==> src/include/tcp_pkg.sv <==
// Purpose: shared constants of the 16-bit timer with capture and its host
// Assumes: byte-wide register port on the timer, AHB-Lite on the host
// Notes:   offsets are byte locations on the timer port
package tcp_pkg;
    // timer register locations (4-bit byte address)
    localparam logic [3:0] A_CTRL_A   = 4'h0;
    localparam logic [3:0] A_CTRL_B   = 4'h1;
    localparam logic [3:0] A_CNT_LO   = 4'h2;
    localparam logic [3:0] A_CNT_HI   = 4'h3;
    localparam logic [3:0] A_CAP_LO   = 4'h4;
    localparam logic [3:0] A_CAP_HI   = 4'h5;
    localparam logic [3:0] A_CMPA_LO  = 4'h6;
    localparam logic [3:0] A_CMPA_HI  = 4'h7;
    localparam logic [3:0] A_FLAGS    = 4'h8;
    localparam logic [3:0] A_MASK     = 4'h9;
    // control field positions
    localparam int A_WGM_LO = 0;
    localparam int B_CS_LO  = 0;
    localparam int B_WGM_HI = 3;
    localparam int B_EDGE   = 6;
    localparam int F_OVF    = 0;
    localparam int F_CAP    = 5;
    localparam int M_SRC    = 7;
    // reset values
    localparam logic [7:0]  RST_BYTE = 8'h00;
    localparam logic [15:0] RST_WORD = 16'h0000;
    // counter limits
    localparam logic [15:0] CNT_MAX  = 16'hFFFF;
    localparam logic [15:0] TOP_8B   = 16'h00FF;
    localparam logic [15:0] TOP_9B   = 16'h01FF;
    localparam logic [15:0] TOP_10B  = 16'h03FF;
    // prescaler masks for divide by 1, 8, 64, 256, 1024
    localparam logic [9:0] PRE_1    = 10'h000;
    localparam logic [9:0] PRE_8    = 10'h007;
    localparam logic [9:0] PRE_64   = 10'h03F;
    localparam logic [9:0] PRE_256  = 10'h0FF;
    localparam logic [9:0] PRE_1024 = 10'h3FF;
    // host register offsets (haddr[3:0])
    localparam logic [3:0] H_CMD    = 4'h0;
    localparam logic [3:0] H_STATUS = 4'h4;
    localparam logic [3:0] H_ACK    = 4'h8;
    // host field positions
    localparam int C_DATA_LO = 0;
    localparam int C_ADDR_LO = 8;
    localparam int C_WRITE   = 16;
    localparam int C_READ    = 17;
    localparam int S_BUSY    = 8;
    localparam int S_OVF_IRQ = 9;
    localparam int S_CAP_IRQ = 10;
    localparam int K_OVF     = 0;
    localparam int K_CAP     = 1;
endpackage : tcp_pkg

==> src/include/tcp_if.sv <==
// Purpose: byte-wide register port between timer and its controller
// Assumes: one clock, strobes last one cycle
// Notes:   read data stands from the cycle after the read strobe
`timescale 1ns/1ps
`default_nettype none
interface tcp_if;
    logic [3:0] addr;
    logic [7:0] wdata;
    logic       wr;
    logic       rd;
    logic [7:0] rdata;
    logic       ovf_irq;
    logic       cap_irq;
    logic       ovf_ack;
    logic       cap_ack;
    modport dev (input addr, wdata, wr, rd, ovf_ack, cap_ack,
                 output rdata, ovf_irq, cap_irq);
    modport cpu (output addr, wdata, wr, rd, ovf_ack, cap_ack,
                 input rdata, ovf_irq, cap_irq);
endinterface : tcp_if
`default_nettype wire

==> src/hw/tcp_edge.sv <==
// Purpose: two-stage synchroniser with rise and fall pulses
// Assumes: input may be asynchronous
// Notes:   pulses last one clock
`timescale 1ns/1ps
`default_nettype none
module tcp_edge (
    // clock and reset
    input  wire logic clk,
    input  wire logic srst,
    // level in, pulses out
    input  wire logic d_in,
    output logic      rise,
    output logic      fall
);
    logic s1_r, s2_r, prev_r;

    always_ff @(posedge clk) begin
        if (srst) begin
            s1_r   <= 1'b0;
            s2_r   <= 1'b0;
            prev_r <= 1'b0;
        end else begin
            s1_r   <= d_in;
            s2_r   <= s1_r;
            prev_r <= s2_r;
        end
    end

    // edges seen only past the second stage
    assign rise = s2_r & ~prev_r;
    assign fall = ~s2_r & prev_r;
endmodule : tcp_edge
`default_nettype wire

==> src/hw/tcp_timer.sv <==
// Purpose: 16-bit up/down timer with input capture, byte register port
// Assumes: strobes are one cycle; inputs synchronous except the pins
// Notes:   noise canceler and output compare pins not included
`timescale 1ns/1ps
`default_nettype none
module tcp_timer (
    // clock and reset
    input  wire logic clk,
    input  wire logic srst,
    // register port
    tcp_if.dev        bus,
    // event pins
    input  wire logic capture_input_pin,
    input  wire logic comparator_output,
    input  wire logic ext_clock_pin,
    // sequence position
    output logic      at_top,
    output logic      at_bottom
);
    logic [7:0]  ctrl_a_r, ctrl_b_r, temp_r, flags_r, mask_r, rdata_r;
    logic [7:0]  flags_nxt, temp_nxt;
    logic [15:0] cnt_r, cnt_nxt, cap_r, cap_nxt, cmpa_r;
    logic [9:0]  pre_r;
    logic        down_r, down_nxt, ovf_set;
    logic        ovf_irq_r, cap_irq_r, at_top_r, at_bottom_r;

    function automatic logic [15:0] top_of(input logic [3:0] m,
                                           input logic [15:0] a,
                                           input logic [15:0] c);
        case (m)
            4'd1, 4'd5:                top_of = tcp_pkg::TOP_8B;
            4'd2, 4'd6:                top_of = tcp_pkg::TOP_9B;
            4'd3, 4'd7:                top_of = tcp_pkg::TOP_10B;
            4'd4, 4'd9, 4'd11, 4'd15:  top_of = a;
            4'd8, 4'd10, 4'd12, 4'd14: top_of = c;
            default:                   top_of = tcp_pkg::CNT_MAX;
        endcase
    endfunction : top_of

    function automatic logic capture_is_top(input logic [3:0] m);
        capture_is_top = (m == 4'd8) || (m == 4'd10) || (m == 4'd12)
                      || (m == 4'd14);
    endfunction : capture_is_top

    wire [3:0] wgm = {ctrl_b_r[tcp_pkg::B_WGM_HI +: 2],
                      ctrl_a_r[tcp_pkg::A_WGM_LO +: 2]};
    wire [2:0] cs  = ctrl_b_r[tcp_pkg::B_CS_LO +: 3];
    wire [15:0] top = top_of(wgm, cmpa_r, cap_r);
    wire dual = (wgm >= 4'd1 && wgm <= 4'd3) || (wgm >= 4'd8 && wgm <= 4'd11);
    wire ctc  = (wgm == 4'd4) || (wgm == 4'd12);
    wire icr_top = capture_is_top(wgm);

    // decoded strobes
    wire wr_ctrl_a  = bus.wr && bus.addr == tcp_pkg::A_CTRL_A;
    wire wr_ctrl_b  = bus.wr && bus.addr == tcp_pkg::A_CTRL_B;
    wire wr_cnt_lo  = bus.wr && bus.addr == tcp_pkg::A_CNT_LO;
    wire wr_cap_lo  = bus.wr && bus.addr == tcp_pkg::A_CAP_LO;
    wire wr_cmpa_lo = bus.wr && bus.addr == tcp_pkg::A_CMPA_LO;
    wire wr_flags   = bus.wr && bus.addr == tcp_pkg::A_FLAGS;
    wire wr_mask    = bus.wr && bus.addr == tcp_pkg::A_MASK;
    wire wr_high    = bus.wr && (bus.addr == tcp_pkg::A_CNT_HI
                   || bus.addr == tcp_pkg::A_CAP_HI
                   || bus.addr == tcp_pkg::A_CMPA_HI);
    wire rd_cnt_lo  = bus.rd && bus.addr == tcp_pkg::A_CNT_LO;
    wire rd_cap_lo  = bus.rd && bus.addr == tcp_pkg::A_CAP_LO;

    // clock select, prescaler taps or external pin
    wire ext_rise, ext_fall;
    tcp_edge u_ext (
        .clk  (clk),
        .srst (srst),
        .d_in (ext_clock_pin),
        .rise (ext_rise),
        .fall (ext_fall)
    );
    wire [9:0] pre_mask = (cs == 3'd1) ? tcp_pkg::PRE_1
                        : (cs == 3'd2) ? tcp_pkg::PRE_8
                        : (cs == 3'd3) ? tcp_pkg::PRE_64
                        : (cs == 3'd4) ? tcp_pkg::PRE_256
                        : tcp_pkg::PRE_1024;
    // select zero gives no tick at all
    wire tick = (cs == 3'd0) ? 1'b0
              : (cs == 3'd6) ? ext_fall
              : (cs == 3'd7) ? ext_rise
              : ((pre_r & pre_mask) == pre_mask);

    // source chosen ahead of the synchroniser
    // switching source can fake an edge; software clears the flag after
    wire cap_src = mask_r[tcp_pkg::M_SRC] ? comparator_output
                                          : capture_input_pin;
    wire cap_rise, cap_fall;
    tcp_edge u_cap (
        .clk  (clk),
        .srst (srst),
        .d_in (cap_src),
        .rise (cap_rise),
        .fall (cap_fall)
    );
    // edge select; unit idle when capture defines top
    wire cap_evt = !icr_top
                && (ctrl_b_r[tcp_pkg::B_EDGE] ? cap_rise : cap_fall);

    always_comb begin
        cnt_nxt  = cnt_r;
        down_nxt = down_r;
        ovf_set  = 1'b0;
        // full word from temp and written byte
        if (wr_cnt_lo) begin
            cnt_nxt = {temp_r, bus.wdata};
        end else if (tick) begin
            if (dual) begin
                if (!down_r) begin
                    if (cnt_r >= top) begin
                        down_nxt = 1'b1;
                        cnt_nxt  = cnt_r - 16'h0001;
                    end else begin
                        cnt_nxt  = cnt_r + 16'h0001;
                    end
                end else if (cnt_r == 16'h0000) begin
                    down_nxt = 1'b0;
                    cnt_nxt  = 16'h0001;
                    ovf_set  = 1'b1;
                end else begin
                    cnt_nxt  = cnt_r - 16'h0001;
                end
            end else begin
                // clear-on-match flags at max, others at top
                down_nxt = 1'b0;
                ovf_set  = ctc ? (cnt_r == tcp_pkg::CNT_MAX) : (cnt_r == top);
                cnt_nxt  = (cnt_r == top) ? 16'h0000 : cnt_r + 16'h0001;
            end
        end
    end

    // capture copies count in the flag's cycle
    // capture writable only while it defines top
    assign cap_nxt = cap_evt ? cnt_r
                   : (wr_cap_lo && icr_top) ? {temp_r, bus.wdata}
                   : cap_r;

    // flag set wins over ack or write-one clear
    wire [7:0] fl_clr = (wr_flags ? bus.wdata : 8'h00)
                      | (8'(bus.ovf_ack) << tcp_pkg::F_OVF)
                      | (8'(bus.cap_ack) << tcp_pkg::F_CAP);
    wire [7:0] fl_set = (8'(ovf_set) << tcp_pkg::F_OVF)
                      | (8'(cap_evt) << tcp_pkg::F_CAP);
    assign flags_nxt = fl_set | (flags_r & ~fl_clr);

    // one temp register for every word
    // count and capture lower reads latch the upper byte
    assign temp_nxt = wr_high   ? bus.wdata
                    : rd_cnt_lo ? cnt_r[15:8]
                    : rd_cap_lo ? cap_r[15:8]
                    : temp_r;

    // upper count and capture read back temp
    wire [7:0] rd_mux =
          (bus.addr == tcp_pkg::A_CTRL_A)  ? ctrl_a_r
        : (bus.addr == tcp_pkg::A_CTRL_B)  ? ctrl_b_r
        : (bus.addr == tcp_pkg::A_CNT_LO)  ? cnt_r[7:0]
        : (bus.addr == tcp_pkg::A_CNT_HI)  ? temp_r
        : (bus.addr == tcp_pkg::A_CAP_LO)  ? cap_r[7:0]
        : (bus.addr == tcp_pkg::A_CAP_HI)  ? temp_r
        : (bus.addr == tcp_pkg::A_CMPA_LO) ? cmpa_r[7:0]
        : (bus.addr == tcp_pkg::A_CMPA_HI) ? cmpa_r[15:8]
        : (bus.addr == tcp_pkg::A_FLAGS)   ? flags_r
        : (bus.addr == tcp_pkg::A_MASK)    ? mask_r
        : 8'h00;

    always_ff @(posedge clk) begin
        if (srst) begin
            ctrl_a_r <= tcp_pkg::RST_BYTE;
            ctrl_b_r <= tcp_pkg::RST_BYTE;
            temp_r   <= tcp_pkg::RST_BYTE;
            flags_r  <= tcp_pkg::RST_BYTE;
            mask_r   <= tcp_pkg::RST_BYTE;
            rdata_r  <= tcp_pkg::RST_BYTE;
            cnt_r    <= tcp_pkg::RST_WORD;
            cap_r    <= tcp_pkg::RST_WORD;
            cmpa_r   <= tcp_pkg::RST_WORD;
            pre_r    <= 10'h000;
            down_r   <= 1'b0;
        end else begin
            if (wr_ctrl_a) ctrl_a_r <= bus.wdata;
            if (wr_ctrl_b) ctrl_b_r <= bus.wdata;
            if (wr_mask)   mask_r   <= bus.wdata;
            if (wr_cmpa_lo) cmpa_r  <= {temp_r, bus.wdata};
            if (bus.rd)    rdata_r  <= rd_mux;
            temp_r  <= temp_nxt;
            flags_r <= flags_nxt;
            cnt_r   <= cnt_nxt;
            down_r  <= down_nxt;
            cap_r   <= cap_nxt;
            pre_r   <= (cs == 3'd0) ? 10'h000 : pre_r + 10'h001;
        end
    end

    // top and bottom from next count
    always_ff @(posedge clk) begin
        if (srst) begin
            at_top_r    <= 1'b0;
            at_bottom_r <= 1'b0;
            ovf_irq_r   <= 1'b0;
            cap_irq_r   <= 1'b0;
        end else begin
            at_top_r    <= (cnt_nxt == top);
            at_bottom_r <= (cnt_nxt == 16'h0000);
            ovf_irq_r   <= flags_nxt[tcp_pkg::F_OVF]
                         & mask_r[tcp_pkg::F_OVF];
            cap_irq_r   <= flags_nxt[tcp_pkg::F_CAP]
                         & mask_r[tcp_pkg::F_CAP];
        end
    end

    assign at_top      = at_top_r;
    assign at_bottom   = at_bottom_r;
    assign bus.rdata   = rdata_r;
    assign bus.ovf_irq = ovf_irq_r;
    assign bus.cap_irq = cap_irq_r;
endmodule : tcp_timer
`default_nettype wire

==> src/flat_wrapper.sv <==
// flat-port wrapper written by rule: the top's interface ports become plain ports
module tcp_timer_flat 
  (clk, srst, capture_input_pin, comparator_output, ext_clock_pin, at_top, at_bottom, bus_addr, bus_wdata, bus_wr, bus_rd, bus_ovf_ack, bus_cap_ack, bus_rdata, bus_ovf_irq, bus_cap_irq);
  tcp_if bus_i ();
  input  wire logic clk;
  input  wire logic srst;
  input  wire logic capture_input_pin;
  input  wire logic comparator_output;
  input  wire logic ext_clock_pin;
  output logic at_top;
  output logic at_bottom;
  input wire logic [$bits(bus_i.addr)-1:0] bus_addr;
  input wire logic [$bits(bus_i.wdata)-1:0] bus_wdata;
  input wire logic [$bits(bus_i.wr)-1:0] bus_wr;
  input wire logic [$bits(bus_i.rd)-1:0] bus_rd;
  input wire logic [$bits(bus_i.ovf_ack)-1:0] bus_ovf_ack;
  input wire logic [$bits(bus_i.cap_ack)-1:0] bus_cap_ack;
  output wire logic [$bits(bus_i.rdata)-1:0] bus_rdata;
  output wire logic [$bits(bus_i.ovf_irq)-1:0] bus_ovf_irq;
  output wire logic [$bits(bus_i.cap_irq)-1:0] bus_cap_irq;
  assign bus_i.addr = bus_addr;
  assign bus_i.wdata = bus_wdata;
  assign bus_i.wr = bus_wr;
  assign bus_i.rd = bus_rd;
  assign bus_i.ovf_ack = bus_ovf_ack;
  assign bus_i.cap_ack = bus_cap_ack;
  assign bus_rdata = bus_i.rdata;
  assign bus_ovf_irq = bus_i.ovf_irq;
  assign bus_cap_irq = bus_i.cap_irq;
  tcp_timer u_core (.clk(clk), .srst(srst), .bus(bus_i), .capture_input_pin(capture_input_pin), .comparator_output(comparator_output), .ext_clock_pin(ext_clock_pin), .at_top(at_top), .at_bottom(at_bottom));
endmodule
==> config.mk <==
export PLATFORM = sky130hd
export DESIGN_NAME = tcp_timer_flat
export DESIGN_NICKNAME = d
export VERILOG_FILES = /design/src/include/tcp_pkg.sv /design/src/include/tcp_if.sv /design/src/hw/tcp_edge.sv /design/src/hw/tcp_timer.sv /design/src/flat_wrapper.sv
export SDC_FILE = /design/constraint.sdc
export NUM_CORES = 1
export LEC_CHECK = 0
export ABC_AREA = 1
export BUFFER_PORTS_ARGS = -buffer_cell sky130_fd_sc_hd__buf_2
export CORE_MARGIN = 5
export CORE_UTILIZATION = 50
export DETAILED_ROUTE_END_ITERATION = 10
export GPL_TIMING_DRIVEN = 0
export PLACE_DENSITY = 0.74
export SLEW_MARGIN = 20
export SYNTH_ARGS = -nofsm -noshare
export SYNTH_HDL_FRONTEND = slang
export SYNTH_SLANG_ARGS = --single-unit
==> constraint.sdc <==
create_clock -name clk -period 3.25 [get_ports clk]
set_clock_uncertainty 0.15 [all_clocks]
set_input_delay 0.325 -clock clk [delete_from_list [all_inputs] [get_ports clk]]
set_output_delay 0.325 -clock clk [all_outputs]
set_load 0.05 [all_outputs]
* After elaboration in Yosys (flattened, before gate mapping)
Cells that the tools add are included.
Cells by class: multiplexer cells 43, $add $sub $neg 3, eq/ne operators 33, divide/modulo/power cells 0, shifts and indexed selects 0, magnitude comparators 5, bitwise operators 18, multiply operators 0, reductions and logical operators 35
Operator list (number):
- 2-to-1 mux 16 bit | 9
- 2-to-1 mux 8 bit | 14
- one-hot mux 16 bit (5 select lines) | 1
- 2-to-1 mux 10 bit | 4
- equality test 4 bit (second input constant) | 9
- equality test 16 bit | 2
- equality test 4 x 3 -> 1 bit (second input constant) | 8
- logical NOT 16 bit | 2
- adder 16 x 1 -> 16 bit (second input constant) | 1
- equality test 16 bit (second input constant) | 1
- equality test 4 x 2 -> 1 bit (second input constant) | 4
- greater-or-equal comparator 16 bit | 1
- subtractor 16 x 1 -> 16 bit (second input constant) | 1
- 2-to-1 mux 1 bit | 15
- logical AND 1 bit | 14
- adder 10 x 1 -> 10 bit (second input constant) | 1
- bitwise AND 10 bit | 1
- equality test 10 bit | 1
- equality test 3 bit (second input constant) | 3
- bitwise AND 8 bit | 1
- equality test 4 x 1 -> 1 bit (second input constant) | 2
- NOT 8 bit | 1
- OR 8 x 1 -> 8 bit | 1
- OR 8 x 6 -> 8 bit | 1
- 19 further kinds | 39
Storage, ports and cells: register bits after elaboration 117, memories 0, input port bits 21, RAM bits 0, ROM bits 0, latch bits 0

* Logic depth before layout (Yosys ltp)
depth in word-level cells 15, depth in mapped cells 30, depth with buffers taken out 30

* Hierarchy
From an unflattened synthesis, not the netlist that was laid out.
Second synthesis, totals: cells, all modules 1175, area, all modules 7478.4 um^2
Modules (own cells, without submodules):
- tcp_timer | cells an instance 1151, seq. area each 2222.1 um^2, area each 7290.7 um^2, instances 1
- tcp_edge | cells an instance 12, seq. area each 60.1 um^2, area each 93.8 um^2, instances 2

* Worst setup path before layout
OpenSTA, ideal clock, no wires.
path type reg2reg, from register u_core.ctrl_a_r[0], to register u_core.at_top_r, in the netlist u_core.at_top, data required time 2.989 ns, path slack 0.088 ns, period minus slack after synthesis 3.162 ns, library setup time 0.111 ns, arrival 2.901 ns, cell stages (with the launch flop) 24, path through dfxtp_1 -> inv_2 -> nand2_2 -> nor3_1 -> nor3_2 -> inv_2 -> a221oi_2 -> ha_1 -> nand2_1 -> nor2_2 -> a21boi_2 -> nor2_4 -> nand2_8 -> buf_8 -> nand3_1 -> nand2_1 -> a21oi_1 -> nand2_1 -> nand2_1 -> nand2_1 -> nand2_1 -> nor2_1 -> nand3_1 -> nor2_1
On the way: word-level cells in the longest chain between the ends 10
Ends and longest elaborated chain:
- from (decl) | RTL line tcp_timer.sv:20 | logic [7:0] ctrl_a_r, ctrl_b_r, temp_r, flags_r, mask_r, rdata_r;
- from (signal assigned) | RTL line tcp_timer.sv:172 | ctrl_a_r <= tcp_pkg::RST_BYTE;
- from (signal assigned) | RTL line tcp_timer.sv:184 | if (wr_ctrl_a) ctrl_a_r <= bus.wdata;
- equality test 4 bit, or another cell as far along | RTL line tcp_timer.sv:30 | case (m)
- OR reduction 4 bit or OR reduction 2 bit (tied branches) | RTL line tcp_timer.sv:30
- one-hot mux 16 bit (5 select lines) | RTL line tcp_timer.sv:30
- greater-or-equal comparator 16 bit | RTL line tcp_timer.sv:113 | if (cnt_r >= top) begin
- 2-to-1 mux 16 bit | RTL line tcp_timer.sv:113
- 2-to-1 mux 16 bit | RTL line tcp_timer.sv:112 | if (!down_r) begin
- 2-to-1 mux 16 bit | RTL line tcp_timer.sv:111 | if (dual) begin
- 2-to-1 mux 16 bit | RTL line tcp_timer.sv:110 | end else if (tick) begin
- 2-to-1 mux 16 bit | RTL line tcp_timer.sv:108 | if (wr_cnt_lo) begin
- equality test 16 bit (*) | RTL line tcp_timer.sv:206 | at_top_r <= (cnt_nxt == top);
- to (signal assigned) | RTL line tcp_timer.sv:206
- to (decl) | RTL line tcp_timer.sv:25 | logic ovf_irq_r, cap_irq_r, at_top_r, at_bottom_r;
Every way passes the cells marked *; elsewhere a longest branch is shown, timed or not. A chain may end at the register's enable or synchronous reset.

* Worst setup path in the final report
from register u_core.ctrl_a_r[1], to register u_core.at_top_r, in the netlist u_core.at_top
Same word-level chain as after synthesis.

==> flow_summary.html <==
<table>
<tr><th>Metric</th><th>Value</th></tr>
<tr><th colspan="2">Global route</th></tr>
<tr><td>First-pass GRT wire length</td><td>~45 mm</td></tr>
<tr><td>Maximum number of pins on one net before global-route repair</td><td>17</td></tr>
<tr><td>Vias in the first global route</td><td>~8,300</td></tr>
<tr><td>Aggregate global routing overflow</td><td>0</td></tr>
<tr><td>Number of antenna violations at the first check in global routing</td><td>0</td></tr>
<tr><td>Overall global routing resource usage</td><td>approximately 32%</td></tr>
<tr><th colspan="2">Critical path</th></tr>
<tr><td>Length in cells of the worst reg-to-reg path</td><td>25</td></tr>
<tr><td>Reg-to-reg endpoint</td><td>u_core.at_top$_SDFF_PP0_</td></tr>
<tr><td>Flop-to-flop setup slack</td><td>-0.41 ns</td></tr>
<tr><td>Critical path data required time</td><td>roughly 3.5 ns</td></tr>
<tr><td>Start-to-end type of the worst setup path</td><td>reg -&gt; reg</td></tr>
<tr><td>Timing startpoint of the critical path</td><td>u_core.ctrl_a_r[1]$_SDFFE_PP0P_</td></tr>
<tr><td>Worst reg2reg startpoint</td><td>u_core.ctrl_a_r[1]$_SDFFE_PP0P_</td></tr>
<tr><td>Crit end category</td><td>flop</td></tr>
<tr><td>Arr. time, crit path</td><td>~3.9 ns</td></tr>
<tr><td>Slowest stage cell on the critical path</td><td>sky130_fd_sc_hd__dfxtp_4</td></tr>
<tr><td>Biggest fanout along the worst timing path</td><td>5</td></tr>
<tr><td>Most common cell type on the critical path</td><td>sky130_fd_sc_hd__nand2_1</td></tr>
<tr><td>Slowest stage delay, CP</td><td>between 0.3 and 0.4 ns</td></tr>
<tr><td>Kind of launch point of the worst setup path</td><td>flop</td></tr>
<tr><th colspan="2">STA</th></tr>
<tr><td>Tightest Pin Transition</td><td>0.8768 ns</td></tr>
<tr><td>Summed negative setup slack over all endpoints</td><td>-1.224 ns</td></tr>
<tr><td>Final critical-path setup slack</td><td>-0.4086 ns</td></tr>
<tr><td>Hold Fails Final Rpt</td><td>0</td></tr>
<tr><td>Final Cycle Share</td><td>112.6%</td></tr>
<tr><td>Final-report setup violation count</td><td>11</td></tr>
<tr><td>Worst Hold Slack</td><td>around 0.074 ns</td></tr>
<tr><td>Peak clock frequency supported by timing</td><td>about 0.27 GHz</td></tr>
<tr><td>Max-slew violations</td><td>0</td></tr>
<tr><td>Slew Limit Headroom</td><td>between 40 and 50%</td></tr>
<tr><td>RSZ-0062 raised after global routing</td><td>yes</td></tr>
<tr><td>Time the worst path needs with I/O delays and setup</td><td>about 3.7 ns</td></tr>
<tr><th colspan="2">Power</th></tr>
<tr><td>Combinational fraction of design power</td><td>between 10% and 20%</td></tr>
<tr><td>Power Dens Cells</td><td>between 400 and 500 nW/um2</td></tr>
<tr><td>Static power due to leakage</td><td>4.150 nW</td></tr>
<tr><td>Internal</td><td>between 0.002 and 0.003 W</td></tr>
<tr><td>Relative contribution of the clock network to total power</td><td>about 46%</td></tr>
<tr><td>Worst vdd ir</td><td>about 430 uV</td></tr>
<tr><td>Switching part of the total</td><td>around 31%</td></tr>
<tr><td>Switching component of the power</td><td>roughly 0.0013 W</td></tr>
<tr><td>Sequential fraction of design power</td><td>around 36%</td></tr>
<tr><th colspan="2">Min path</th></tr>
<tr><td>Hold path cells</td><td>4</td></tr>
<tr><td>Hold worst-path end</td><td>u_core.pre_r[5]$_SDFF_PP0_</td></tr>
<tr><td>Worst hold start</td><td>srst</td></tr>
<tr><td>Class of the most critical hold timing path</td><td>in -&gt; reg</td></tr>
<tr><th colspan="2">Synth</th></tr>
<tr><td>Average instance area after synthesis</td><td>roughly 6.3 um2</td></tr>
<tr><td>Number of standard cells after synthesis</td><td>approximately 1,200</td></tr>
<tr><td>Top flip-flop cell by instance count after synthesis</td><td>sky130_fd_sc_hd__dfxtp_1</td></tr>
<tr><td>Share of the synthesized area in the top cell type</td><td>a little under a third</td></tr>
<tr><td>Library cell occupying the most area in the post-synthesis netlist</td><td>sky130_fd_sc_hd__dfxtp_1</td></tr>
<tr><td>Synth Register Bits</td><td>approximately 120</td></tr>
<tr><td>Share of synthesized registers carrying an async set or reset</td><td>0%</td></tr>
<tr><td>Number of nets produced by synthesis</td><td>between 1,000 and 1,500</td></tr>
<tr><td>Netlist cell types</td><td>54</td></tr>
<tr><td>Post-Synthesis Cell Area</td><td>slightly below 8000 um2</td></tr>
<tr><td>Leading post-synthesis cells by cell area</td><td>sky130_fd_sc_hd__dfxtp_1, sky130_fd_sc_hd__nand2_1, sky130_fd_sc_hd__a21oi_1, sky130_fd_sc_hd__nor2_1, sky130_fd_sc_hd__o21ai_0</td></tr>
<tr><td>Register area share after synthesis</td><td>between 30% and 40%</td></tr>
<tr><td>Synth Warn #</td><td>0</td></tr>
<tr><td>Number of flops mapped to enable cells by yosys</td><td>0</td></tr>
<tr><th colspan="2">Die</th></tr>
<tr><td>Floorplan row count</td><td>45</td></tr>
<tr><td>Die height</td><td>roughly 130 um</td></tr>
<tr><td>DIE AREA</td><td>between 15,000 and 20,000 um2</td></tr>
<tr><td>Horizontal die dimension</td><td>134.6 um</td></tr>
<tr><td>Placeable core area</td><td>between 15,000 and 20,000 um2</td></tr>
<tr><td>Starting Density</td><td>roughly half</td></tr>
<tr><td>I/O Pins</td><td>33</td></tr>
<tr><th colspan="2">Finish</th></tr>
<tr><td>Commonest cells after routing, fill and taps aside</td><td>sky130_fd_sc_hd__nand2_1, sky130_fd_sc_hd__inv_1, sky130_fd_sc_hd__dfxtp_1</td></tr>
<tr><td>Post-Route Utilization</td><td>~64%</td></tr>
<tr><td>Proportion of layout cells with a drive suffix above 1</td><td>a little under a quarter</td></tr>
<tr><td>Finished layout cell area</td><td>a little under 10,000 um2</td></tr>
<tr><td>Area added between synthesis and finish</td><td>26.22%</td></tr>
<tr><td>Most frequent standard cell in the layout excluding fill and tap cells</td><td>sky130_fd_sc_hd__nand2_1</td></tr>
<tr><td>Final nets</td><td>between 1,000 and 1,500</td></tr>
<tr><th colspan="2">CTS</th></tr>
<tr><td>CTS HTree Levels</td><td>4</td></tr>
<tr><td>CTS tree</td><td>yes</td></tr>
<tr><td>Reg clk slew, reported paths</td><td>about 0.060 ns</td></tr>
<tr><td>Clock root buffer</td><td>sky130_fd_sc_hd__clkbuf_16</td></tr>
<tr><td>Clock tree buffer depth</td><td>2</td></tr>
<tr><td>Clock network latency to the later pin of the worst-skew pair</td><td>about 0.42 ns</td></tr>
<tr><td>Num CTS Buffers</td><td>17</td></tr>
<tr><td>Clock net sink count</td><td>117</td></tr>
<tr><th colspan="2">Placement</th></tr>
<tr><td>Placed Instance Area</td><td>between 8000 and 9000 um2</td></tr>
<tr><td>Count of input and output buffers</td><td>32</td></tr>
<tr><td>Setup WS pre-CTS</td><td>-0.8776 ns</td></tr>
<tr><td>Detailed Place HPWL</td><td>21.06 mm</td></tr>
<tr><td>Final weighted congestion of routability-driven global placement</td><td>just over 1</td></tr>
<tr><th colspan="2">Detailed routing</th></tr>
<tr><td>Post-route DRC</td><td>0</td></tr>
<tr><td>Total via count after detailed routing</td><td>about 9,200</td></tr>
<tr><td>Via-per-instance ratio</td><td>around 6.0</td></tr>
<tr><td>DRC violation total after the first TritonRoute iteration</td><td>1,166</td></tr>
<tr><td>Number of nets with antenna violations after detailed routing</td><td>0</td></tr>
<tr><td>WL final</td><td>~31 mm</td></tr>
<tr><td>Total iterations of the first detailed-routing run</td><td>5</td></tr>
<tr><td>Per-cell routed wire length</td><td>around 20 um</td></tr>
<tr><th colspan="2">Status</th></tr>
<tr><td>Failing checks</td><td>negative setup slack</td></tr>
<tr><td>Run status</td><td>finished with violations</td></tr>
<tr><th colspan="2">Job</th></tr>
<tr><td>Number of max-cap violations</td><td>0</td></tr>
</table>
[cell families (layout without fill, tap and decap cells)]
| group | Yosys count | in the layout | share of synthesized area (%) |
|---|---|---|---|
| buf+inv | 194 | 303 | 10.34 |
| other cells | 0 | 1 | 0 |
| xor+xnor | 15 | 15 | 1.693 |
| flops | 117 | 117 | 30.19 |
| fa+ha+maj | 20 | 20 | 3.225 |
| simple gates | 616 | 617 | 35.04 |
| compound gates | 261 | 261 | 19.51 |
[registers in the layout (all words and copies together), names as in the netlist, 8 cells and up]
name              flops
u_core.cnt_r         16
u_core.cmpa_r        16
u_core.mask_r         8
u_core.ctrl_a_r       8
u_core.pre_r         10
u_core.bus.rdata      8
u_core.cap_r         16
u_core.ctrl_b_r       8
u_core.flags_r        8
u_core.temp_r         8
[worst max-delay path by stage]
stage / cells after the start / slack, ns / end
floorplan: 23 / 0.09 / u_core.at_top$_SDFF_PP0_
global placement: 26 / -0.88 / u_core.at_top$_SDFF_PP0_
detailed placement: 25 / -0.88 / u_core.at_top$_SDFF_PP0_
CTS: 26 / -0.25 / u_core.at_top$_SDFF_PP0_
global route: 26 / -0.49 / u_core.at_top$_SDFF_PP0_
finish: 25 / -0.41 / u_core.at_top$_SDFF_PP0_
[per-stage QoR]
| stage | std cells | power [W] |
|---|---|---|
| after global routing | 1521 | 0.004466 |
| after global placement | 1443 | 0.002213 |
| after CTS | 1500 | 0.004217 |
| after floorplan | 1223 | 0.002003 |
| after detailed placement | 1443 | 0.002221 |
| final | 1522 | 0.004320 |
[power by group through the flow]
stage	logic [W]	clock network (W)	registers (W)
final	0.000818	0.00197	0.00153
after global routing	0.000875	0.00206	0.00153
after CTS	0.000719	0.00197	0.00153
after detailed placement	0.000664	0	0.00156
after global placement	0.000656	0	0.00156
after floorplan	0.000453	0	0.00155
[layout make-up]
type	count	area (um2)
flip-flops and latches	117	2355
diodes	1	2.502
plain buffers	45	266.5
fillers	1373	5409
well taps	188	235.2
clock inverters	14	178.9
multi-input cells	913	5159
repair buffers	77	570.5
inverters	149	586.8
clock buffers	18	439.2
[routing by layer]
layer | part of all wire (%) | vias to the layer above | track usage (%)
li1 | - | 4219 | -
met3 | 10 | 183 | 5.551
met1 | 40 | 4193 | 42.34
met2 | 43 | 603 | 49.02
met4 | 7.4 | 0 | 21.10
met5 | 0 | - | 0
[critical path: cells and delay by family, from the launching register on]
kind                     cells  cell delay (ns)
AND/OR/NAND/NOR             18             1.81
AO/OA/AOI/OAI                3             0.51
buffers and inverters        3             0.41
adder cells (fa/ha/maj)      1             0.31
flip-flops                   1             0.37
[cell usage after synthesis, types with 4 or more instances]
library cell,count
sky130_fd_sc_hd__ha_1,20
sky130_fd_sc_hd__nor2_2,10
sky130_fd_sc_hd__inv_1,121
sky130_fd_sc_hd__nand2_2,13
sky130_fd_sc_hd__a211oi_1,5
sky130_fd_sc_hd__o21ai_0,94
sky130_fd_sc_hd__a21oi_1,107
sky130_fd_sc_hd__clkbuf_1,21
sky130_fd_sc_hd__a221oi_1,9
sky130_fd_sc_hd__o211ai_1,11
sky130_fd_sc_hd__nand3_1,90
sky130_fd_sc_hd__nor3_1,12
sky130_fd_sc_hd__nand4_1,17
sky130_fd_sc_hd__nand3_2,5
sky130_fd_sc_hd__nor2_4,6
sky130_fd_sc_hd__xor2_1,15
sky130_fd_sc_hd__nor2_1,129
sky130_fd_sc_hd__a31oi_1,6
sky130_fd_sc_hd__buf_6,4
sky130_fd_sc_hd__inv_2,23
sky130_fd_sc_hd__dfxtp_1,117
sky130_fd_sc_hd__nand3b_1,6
sky130_fd_sc_hd__buf_2,14
sky130_fd_sc_hd__nand2_1,318
[what timing repair did]
item                       in CTS  in global routing
pin swaps                      27                 56
hold buffers                    3                  0
hold endpoints to repair        2                  0
buffers inserted               21                 19
cloned                          1                  2
setup endpoints to repair      21                 19
gates resized for setup        76                 90
No activity file was read; power rests on OpenSTA's default activity.
